===== config.mk =====
export PLATFORM = sky130hd
export DESIGN_NAME = smc_supply_monitor
export DESIGN_NICKNAME = d
export VERILOG_FILES = /design/src/smc_pkg.sv /design/src/smc_supply_monitor.sv
export SDC_FILE = /design/constraint.sdc
export NUM_CORES = 1
export LEC_CHECK = 0
export BUFFER_PORTS_ARGS = -buffer_cell sky130_fd_sc_hd__buf_4
export CORE_UTILIZATION = 37
export CTS_BUF_LIST = sky130_fd_sc_hd__clkbuf_2
export CTS_CLUSTER_DIAMETER = 120
export CTS_CLUSTER_SIZE = 8
export DETAILED_ROUTE_END_ITERATION = 8
export MAX_ROUTING_LAYER = met4
export PLACE_DENSITY = 0.62
export SLEW_MARGIN = 15
export SYNTH_ARGS = -nofsm -noshare
export SYNTH_HDL_FRONTEND = slang
export SYNTH_SLANG_ARGS = --single-unit

===== constraint.sdc =====
create_clock -name core_clk -period 2 [get_ports core_clk]
set_clock_uncertainty 0.1 [all_clocks]
set_input_delay 0.1 -clock core_clk [delete_from_list [all_inputs] [get_ports core_clk]]
set_output_delay 0.1 -clock core_clk [all_outputs]
set_load 0.01 [all_outputs]

===== src/smc_pkg.sv =====
package smc_pkg;

   // -------------------------------------------------------------------
   // register map
   // -------------------------------------------------------------------
   localparam logic [7:0] SMC_CTRL_ADDR   = 8'hDF;
   localparam logic [7:0] SMC_CTRL_RESET  = 8'hDE;
   localparam logic [1:0] SMC_CMP_RESET   = 2'h3; // synchronisers and filters start at supply ok
   localparam int         SMC_BIT_DIG_OK  = 7;
   localparam int         SMC_BIT_ANA_OK  = 6;
   localparam int         SMC_BIT_FLAG    = 5;
   localparam int         SMC_BIT_DTRIP   = 3;
   localparam int         SMC_BIT_ATRIP   = 1;
   localparam int         SMC_BIT_ON      = 0;

   // -------------------------------------------------------------------
   // trip level codes
   // -------------------------------------------------------------------
   localparam logic [1:0] SMC_TRIP_4V63   = 2'h0;
   localparam logic [1:0] SMC_TRIP_3V08   = 2'h1;
   localparam logic [1:0] SMC_TRIP_2V93   = 2'h2;
   localparam logic [1:0] SMC_TRIP_2V63   = 2'h3;

   // -------------------------------------------------------------------
   // timing
   // -------------------------------------------------------------------
   localparam int         SMC_CLK_HZ      = 100_000_000;
   localparam int         SMC_QUAL_MS     = 250;
   localparam int         SMC_QUAL_CYC    = SMC_CLK_HZ / 1000 * SMC_QUAL_MS;
   localparam int         SMC_GLITCH_CYC  = 4;
   localparam logic [2:0] SMC_GLITCH_MAX  = 3'(SMC_GLITCH_CYC - 1);

   // -------------------------------------------------------------------
   // carriers
   // -------------------------------------------------------------------
   typedef struct packed {
      logic       wr;
      logic [7:0] addr;
      logic [7:0] wdata;
   } smc_sfr_req_t;

   typedef struct packed {
      logic [1:0] dig_trip;
      logic [1:0] ana_trip;
      logic       on;
   } smc_cmp_ctrl_t;

   typedef enum logic [1:0] {
      SMC_IDLE = 2'b01,
      SMC_QUAL = 2'b10
   } smc_state_t;

endpackage : smc_pkg


===== src/smc_supply_monitor.sv =====
`timescale 1ns/100ps
module smc_supply_monitor
   import smc_pkg::*;
#(
   parameter int QUAL_CYCLES = SMC_QUAL_CYC
) (
   input  wire logic          core_clk,
   input  wire logic          reset,
   input  wire smc_sfr_req_t  sfr_req,
   input  wire logic          irq_enable_priority_second,
   input  wire logic          dig_cmp_raw,
   input  wire logic          ana_cmp_raw,
   output      logic [7:0]    sfr_rdata,
   output      smc_cmp_ctrl_t cmp_ctrl,
   output      logic          low_supply_irq
);

   // -------------------------------------------------------------------
   // state
   // -------------------------------------------------------------------
   // comparator input synchronisers, digital supply in bit 1
   logic [1:0]  sync1;
   logic [1:0]  sync2;

   // glitch filter outputs and run counters
   logic [1:0]  filt;
   logic [1:0]  next_filt;
   logic [2:0]  glitch_cnt [2];
   logic [2:0]  next_glitch_cnt [2];

   // control register fields
   logic [1:0]  digital_trip_select;
   logic [1:0]  next_digital_trip_select;
   logic [1:0]  analog_trip_select;
   logic [1:0]  next_analog_trip_select;
   logic        monitor_on;
   logic        next_monitor_on;

   // sticky flag and its qualification timer
   logic        low_supply_flag;
   logic        next_low_supply_flag;
   logic [31:0] qual_cnt;
   logic [31:0] next_qual_cnt;
   smc_state_t  state;
   smc_state_t  next_state;

   // decoded conditions
   logic        digital_supply_ok;
   logic        analog_supply_ok;
   logic        ctrl_wr;
   logic        any_low;

   // output register inputs
   logic [7:0]  next_rdata;
   logic        next_irq;

   // filtered comparator views and register decode
   // any_low is gated by the enable, so a disabled monitor never sets the flag
   assign digital_supply_ok = filt[1];
   assign analog_supply_ok  = filt[0];
   assign any_low = monitor_on && !(digital_supply_ok && analog_supply_ok);
   assign ctrl_wr = sfr_req.wr && (sfr_req.addr == SMC_CTRL_ADDR);

   // -------------------------------------------------------------------
   // comparator synchronisers
   // -------------------------------------------------------------------
   // two flops, comparators are asynchronous to core_clk
   // reset to supply ok so no false low follows reset
   always_ff @(posedge core_clk or posedge reset) begin
      if (reset) begin
         sync1 <= SMC_CMP_RESET;
         sync2 <= SMC_CMP_RESET;
      end else begin
         sync1 <= {dig_cmp_raw, ana_cmp_raw};
         sync2 <= sync1;
      end
   end

   // -------------------------------------------------------------------
   // glitch filter, one per comparator
   // -------------------------------------------------------------------
   generate
      for (genvar i = 0; i < 2; i++) begin : g_filt
         // count synced samples that differ from the filtered level
         // the filter is symmetric, a recovery is delayed as much as a drop
         always_comb begin
            next_glitch_cnt[i] = 3'h0;
            next_filt[i]       = filt[i];
            if (sync2[i] != filt[i]) begin
               if (glitch_cnt[i] == SMC_GLITCH_MAX) begin
                  next_filt[i] = sync2[i];
               end else begin
                  next_glitch_cnt[i] = glitch_cnt[i] + 3'h1;
               end
            end
         end
         // filter registers
         // filtered level starts at supply ok, like the synchronisers
         always_ff @(posedge core_clk or posedge reset) begin
            if (reset) begin
               glitch_cnt[i] <= 3'h0;
               filt[i]       <= SMC_CMP_RESET[i];
            end else begin
               glitch_cnt[i] <= next_glitch_cnt[i];
               filt[i]       <= next_filt[i];
            end
         end
      end
   endgenerate

   // -------------------------------------------------------------------
   // control register, flag and qualification
   // -------------------------------------------------------------------
   // next values of the register fields and the flag timer
   // order matters: write, then qualification clear, then hardware set
   always_comb begin
      next_digital_trip_select = digital_trip_select;
      next_analog_trip_select  = analog_trip_select;
      next_monitor_on          = monitor_on;
      next_low_supply_flag     = low_supply_flag;
      next_qual_cnt            = qual_cnt;
      next_state               = state;
      if (ctrl_wr) begin
         next_digital_trip_select = sfr_req.wdata[SMC_BIT_DTRIP +: 2];
         next_analog_trip_select  = sfr_req.wdata[SMC_BIT_ATRIP +: 2];
         next_monitor_on          = sfr_req.wdata[SMC_BIT_ON];
         next_low_supply_flag     = sfr_req.wdata[SMC_BIT_FLAG];
      end
      // qualification timer, runs only while the flag waits to clear
      // any drop of a supply or a software clear sends it back to idle
      // the counter is wide enough for the full qualification span
      case (state)
         SMC_IDLE: begin
            next_qual_cnt = 32'h0;
            if (low_supply_flag && monitor_on && !any_low) begin
               next_state = SMC_QUAL;
            end
         end
         SMC_QUAL: begin
            if (!monitor_on || any_low || !low_supply_flag) begin
               next_state    = SMC_IDLE;
               next_qual_cnt = 32'h0;
            end else if (qual_cnt == 32'(QUAL_CYCLES - 1)) begin
               next_low_supply_flag = 1'b0;
               next_state           = SMC_IDLE;
               next_qual_cnt        = 32'h0;
            end else begin
               next_qual_cnt = qual_cnt + 32'h1;
            end
         end
         default: begin
            next_state    = SMC_IDLE;
            next_qual_cnt = 32'h0;
         end
      endcase
      // hardware set wins over any clear
      if (any_low) begin
         next_low_supply_flag = 1'b1;
      end
      if (!monitor_on) begin
         next_qual_cnt = 32'h0;
         next_state    = SMC_IDLE;
      end
   end

   // control and flag registers
   // reset values come from the register's power-on image
   always_ff @(posedge core_clk or posedge reset) begin
      if (reset) begin
         digital_trip_select <= SMC_CTRL_RESET[SMC_BIT_DTRIP +: 2];
         analog_trip_select  <= SMC_CTRL_RESET[SMC_BIT_ATRIP +: 2];
         monitor_on          <= SMC_CTRL_RESET[SMC_BIT_ON];
         low_supply_flag     <= SMC_CTRL_RESET[SMC_BIT_FLAG];
         qual_cnt            <= 32'h0;
         state               <= SMC_IDLE;
      end else begin
         digital_trip_select <= next_digital_trip_select;
         analog_trip_select  <= next_analog_trip_select;
         monitor_on          <= next_monitor_on;
         low_supply_flag     <= next_low_supply_flag;
         qual_cnt            <= next_qual_cnt;
         state               <= next_state;
      end
   end

   // -------------------------------------------------------------------
   // registered outputs
   // -------------------------------------------------------------------
   // register image and interrupt request
   // live bits show filtered comparators even while the monitor is off
   always_comb begin
      next_rdata = {digital_supply_ok, analog_supply_ok, low_supply_flag,
                    digital_trip_select, analog_trip_select, monitor_on};
      next_irq   = low_supply_flag && irq_enable_priority_second;
   end

   // output flops, cmp_ctrl leads the image by one edge
   // so the comparators see a new trip level as early as possible
   always_ff @(posedge core_clk or posedge reset) begin
      if (reset) begin
         sfr_rdata      <= SMC_CTRL_RESET;
         cmp_ctrl       <= '{dig_trip: SMC_CTRL_RESET[SMC_BIT_DTRIP +: 2],
                             ana_trip: SMC_CTRL_RESET[SMC_BIT_ATRIP +: 2],
                             on:       SMC_CTRL_RESET[SMC_BIT_ON]};
         low_supply_irq <= 1'b0;
      end else begin
         sfr_rdata      <= next_rdata;
         cmp_ctrl       <= '{dig_trip: next_digital_trip_select,
                             ana_trip: next_analog_trip_select,
                             on:       next_monitor_on};
         low_supply_irq <= next_irq;
      end
   end

endmodule : smc_supply_monitor


; ---- Word-level counts from Yosys, hierarchy flattened
; Cells that the tools add are included.
[op_classes]
addsub = 3
n_eq_ne = 10
muxes = 18
n_reduce_logical = 15
[op_table]
columns = op, count
row1 = $mux 32, 4
row2 = $add 32x1->32 const B, 1
row3 = $eq 32x25->1 const B, 1
row4 = $mux 3, 4
row5 = $eq 8x8->1 const B, 1
row6 = $mux 2, 4
row7 = $add 3x1->3 const B, 2
row8 = $eq 3x2->1 const B, 2
row9 = $logic_and 1x1->1, 6
row10 = $reduce_and 2->1, 3
row11 = $mux 1, 5
row12 = $logic_not 1->1, 4
row13 = $ne 4x4->1 const B, 1
row14 = $pmux 2 s2, 1
row15 = $ne 3x3->1 const B, 1
row16 = $eq 2x1->1 const B, 1
row17 = $eq 2x2->1 const B, 1
row18 = $logic_or 1x1->1, 2
row19 = $ne 1x1->1, 2
[word_totals]
regBits = 61
in_bits = 22
out_inout_bits = 14
word_cells = 60

; ---- Longest topological paths before layout
[logic_depth]
word_depth = 8
ltp_mapped = 6
mapped_depth_nobuf = 6

; ---- Worst setup path before layout
; OpenSTA, ideal clock, no wires.
[synth_timing]
kind = register to register
start = reg qual_cnt[28]
end = reg qual_cnt[12]
setup_ns = 0.119
arrival_time_ns = 1.606
required_time_ns = 1.781
path_slack_ns = 0.175
stages_incl_launch_ff = 7
n_path_buf = 1
synth_period_minus_slack_ns = 1.825
cell_sequence = dfrtp_1 -> nor4_1 -> nand2_1 -> or4_4 -> nand2_8 -> buf_12 -> nor2_1
[synth_via]
elab_chain_len = 5
[synth_rtl]
columns = item, line_no
row1 = "start, declared", smc_supply_monitor.sv:42  ; logic [31:0] qual_cnt;
row2 = "start signal, assigned", smc_supply_monitor.sv:181  ; qual_cnt <= next_qual_cnt;
row3 = $eq 32x25->1, smc_supply_monitor.sv:143  ; end else if (qual_cnt == 32'(QUAL_CYCLES - 1)) begin
row4 = $mux 32, smc_supply_monitor.sv:143
row5 = $mux 32, smc_supply_monitor.sv:140  ; if (!monitor_on || any_low || !low_supply_flag) begin
row6 = $mux 32, smc_supply_monitor.sv:132  ; case (state)
row7 = $mux 32, smc_supply_monitor.sv:160  ; if (!monitor_on) begin
row8 = net next_qual_cnt[12], smc_supply_monitor.sv:43  ; logic [31:0] next_qual_cnt;
; The timed path passes the listed nets, and every way through them passes these cells.
; A chain may end at the register's enable or synchronous reset.

; ---- Final worst setup path
[layout_timing]
start = reg qual_cnt[28]
end = reg qual_cnt[1]
; The elaborated chain is that of the path after synthesis.

==> impl_metrics.json <==
{
  "max_slew_margin": 0.771,
  "synthCells": 242,
  "final_cells": 412,
  "p_int_mw": 1.82,
  "reg2reg_depth": 4,
  "clockBufferDepth": 2,
  "required_ns": 2.30,
  "cts-htree-levels": 3,
  "ant_nets": 0,
  "place_hpwl_um": 3440,
  "ys.flop_type": "dfrtp_1",
  "area_growth_pct": 26.8,
  "async_flop_share": 1.00,
  "critPathLaunch": "qual_cnt[28]",
  "power_frac_seq": 0.582,
  "die_area_um2": 7770,
  "setup_violations": 0,
  "ys_ff_latch": 61,
  "antenna_found_initial": 0,
  "initial_core_util": 0.381,
  "ys_warn_count": 0,
  "fin_nets": 333,
  "power.density_nw_per_um2": 703,
  "vias_per_cell": 4.83,
  "synth_edf_count": 0,
  "final_cell_area_um2": 3480,
  "dpl_worst_slack_ns": -0.0518,
  "first_pass_iters": 4,
  "clkSlewWorstSetupHoldPaths_ns": 0.17,
  "max_clock_freq_ghz": 0.511,
  "dp.cells": 379,
  "cellLeakagePower_nw": 1.45,
  "grt_usage": 0.160,
  "wirelength_um": 5450,
  "ys_seq_area_frac": 0.564,
  "p_total_mw": 2.45,
  "max_cap_viol_count": 0,
  "port_buffers": 33,
  "fin_setup_tns_ns": 0,
  "drive_gt1_frac": 0.323,
  "synth_area_um2": 2750,
  "holdWs_ns": 0.0374,
  "grt_pass1_vias": 1959,
  "final_util": 0.483,
  "core_um2": 7210,
  "start_kind": "flop",
  "globalplace.congestion": 0.823,
  "cp-end-kind": "flop",
  "antennaDiodeCount": 0,
  "rsz0062_at_grt": "yes",
  "switching_power_uw": 634,
  "clock_latency_ns": 0.49,
  "cts_setup_buffers": 0,
  "cts.sinks": 61,
  "fillers": 675,
  "worstPathArrival_ns": 2.26,
  "cts_buffers": 9,
  "min_period_ns": 1.96,
  "grt_pass1_wl_um": 9000,
  "synth.distinct_cells": 42,
  "crit_chain": "nor4_2 -> nand2_1 -> or4_4 -> and3_2",
  "route.detailed.drc": 0,
  "hold_depth": 4,
  "path_class": "flop to flop",
  "peakVddDrop_mv": 0.286,
  "syn_area_per_cell_um2": 11.3,
  "cpPeakStageDelay_ns": 0.62,
  "combPwrFrac": 0.113,
  "worstPathMaxFanout": 6,
  "hp-class": "input pin to flop",
  "timing.rr.start": "qual_cnt[28]",
  "hp-start": "sfr_req[13]",
  "slowest_stage": "or4_4",
  "cts_tree": "done",
  "drt_iter0_drc": 87,
  "grt_max_degree": 62,
  "p_clk_frac": 0.305,
  "io_pins": 36,
  "wl_per_cell_um": 13.2,
  "status": "finished, final reports clean",
  "fp.dieH_um": 88.2,
  "max_slew.worst_pin.slew_ns": 0.344,
  "mappedNetlistNets": 267,
  "cts-root-buf": "clkbuf_2",
  "min_period_over_period": 0.978,
  "vias": 1988,
  "die_w_um": 88.2,
  "swShare": 0.259,
  "fin_ws_ns": 0.0431,
  "dpl_cell_area_um2": 3160,
  "std_cell_rows": 31,
  "drv_slew": 0,
  "grt_overflow": 0,
  "hold_viol_final": 0
}
==> cell type report <==
type	instances	area, um2	area share
Timing Repair Buffer	61	508	0.146
Tap cell	99	124	0.0356
Clock buffer	10	50.0	0.0144
Multi-Input combinational cell	170	1170	0.336
Sequential cell	61	1550	0.444
Clock inverter	6	62.6	0.0180
Inverter	5	18.8	0.00539
==> registers in the layout, summed over array words and instances, names as in the netlist <==
name	cells
digital_supply_ok	1
state	2
sfr_rdata	8
qual_cnt	32
low_supply_flag	1
sync2	2
sync1	2
cmp_ctrl	5
glitch_cnt	6
analog_supply_ok	1
low_supply_irq	1
==> cell usage in the layout (no fill, tap or decap), types with 2 or more instances in the layout <==
master / n
nor3b_1: 2
nand2_8: 2
dfrtp_1: 44
and2_1: 2
xnor2_1: 20
xor2_1: 10
or2_1: 2
nor4_2: 3
clkinvlp_4: 2
dfstp_2: 17
mux2_2: 7
ha_1: 3
nand3_1: 8
and3_1: 7
dlygate4sd3_1: 15
nor2b_1: 7
buf_4: 45
inv_1: 4
clkbuf_2: 10
nand4_1: 13
nor4_1: 3
and4_1: 5
nor3_1: 8
nor2_1: 35
nand2_1: 15
==> final timing paths <==
path                                         end  slack, ns
worst min register to register          sync2[1]       0.27
max in group asynchronous       analog_supply_ok       1.37
min in group asynchronous           qual_cnt[24]       0.11
worst max-delay path                 qual_cnt[1]       0.04
worst min-delay path                 cmp_ctrl[2]       0.04
worst max register to register       qual_cnt[1]       0.04
==> critical path: cells and delay by family, from the launching register on <==
kind | cells | cell delay (ns)
DFF | 1 | 0.44
and+or+nand+nor | 4 | 1.33
==> layer usage <==
layer	global-route usage	up-vias	part of all wire
li1	-	969	-
met1	0.200	961	0.47
met2	0.247	45	0.46
met3	0.0273	13	0.041
met4	0.0894	0	0.029
met5	-	-	0
==> timing repair <==
item	CTS	global route
hold buffers	15	0
endpoints found under the setup margin	29	28
gates resized for setup	2	4
cloned	1	1
pin swaps	2	1
hold endpoints to repair	70	0
==> logic make-up (layout without fill, tap and decap cells) <==
kind of cell	Yosys count	count (layout)	share of synthesized area
simple gates	122	124	0.250
flops	61	61	0.564
xor+xnor	30	30	0.0957
buf+inv	13	82	0.0323
mux	8	8	0.0323
compound gates	5	5	0.0123
fa+ha+maj	3	3	0.0137
==> cell usage after synthesis (3+ instances only) <==
library cell | number | share of area
ha_1 | 3 | 0.014
nor2_1 | 36 | 0.049
inv_1 | 5 | 0.0068
nor4_1 | 5 | 0.011
dfrtp_1 | 44 | 0.40
xor2_1 | 10 | 0.032
xnor2_1 | 20 | 0.064
dfstp_2 | 17 | 0.16
mux2_2 | 7 | 0.029
and3_1 | 7 | 0.016
nand3_1 | 8 | 0.015
and4_1 | 5 | 0.016
nor2b_1 | 7 | 0.016
nand2_1 | 15 | 0.020
nor3_1 | 8 | 0.015
nand4_1 | 13 | 0.030
==> power by group through the flow <==
stage,Clock (mW),Sequential [mW],Combinational [mW]
2_1_floorplan,0,1.45,0.134
3_3_place_gp,0,1.44,0.253
3_5_place_dp,0,1.45,0.258
4_1_cts,0.778,1.43,0.284
5_1_grt,0.840,1.44,0.316
6_report,0.747,1.42,0.278
Note: power is estimated with default switching activity, not from simulation.
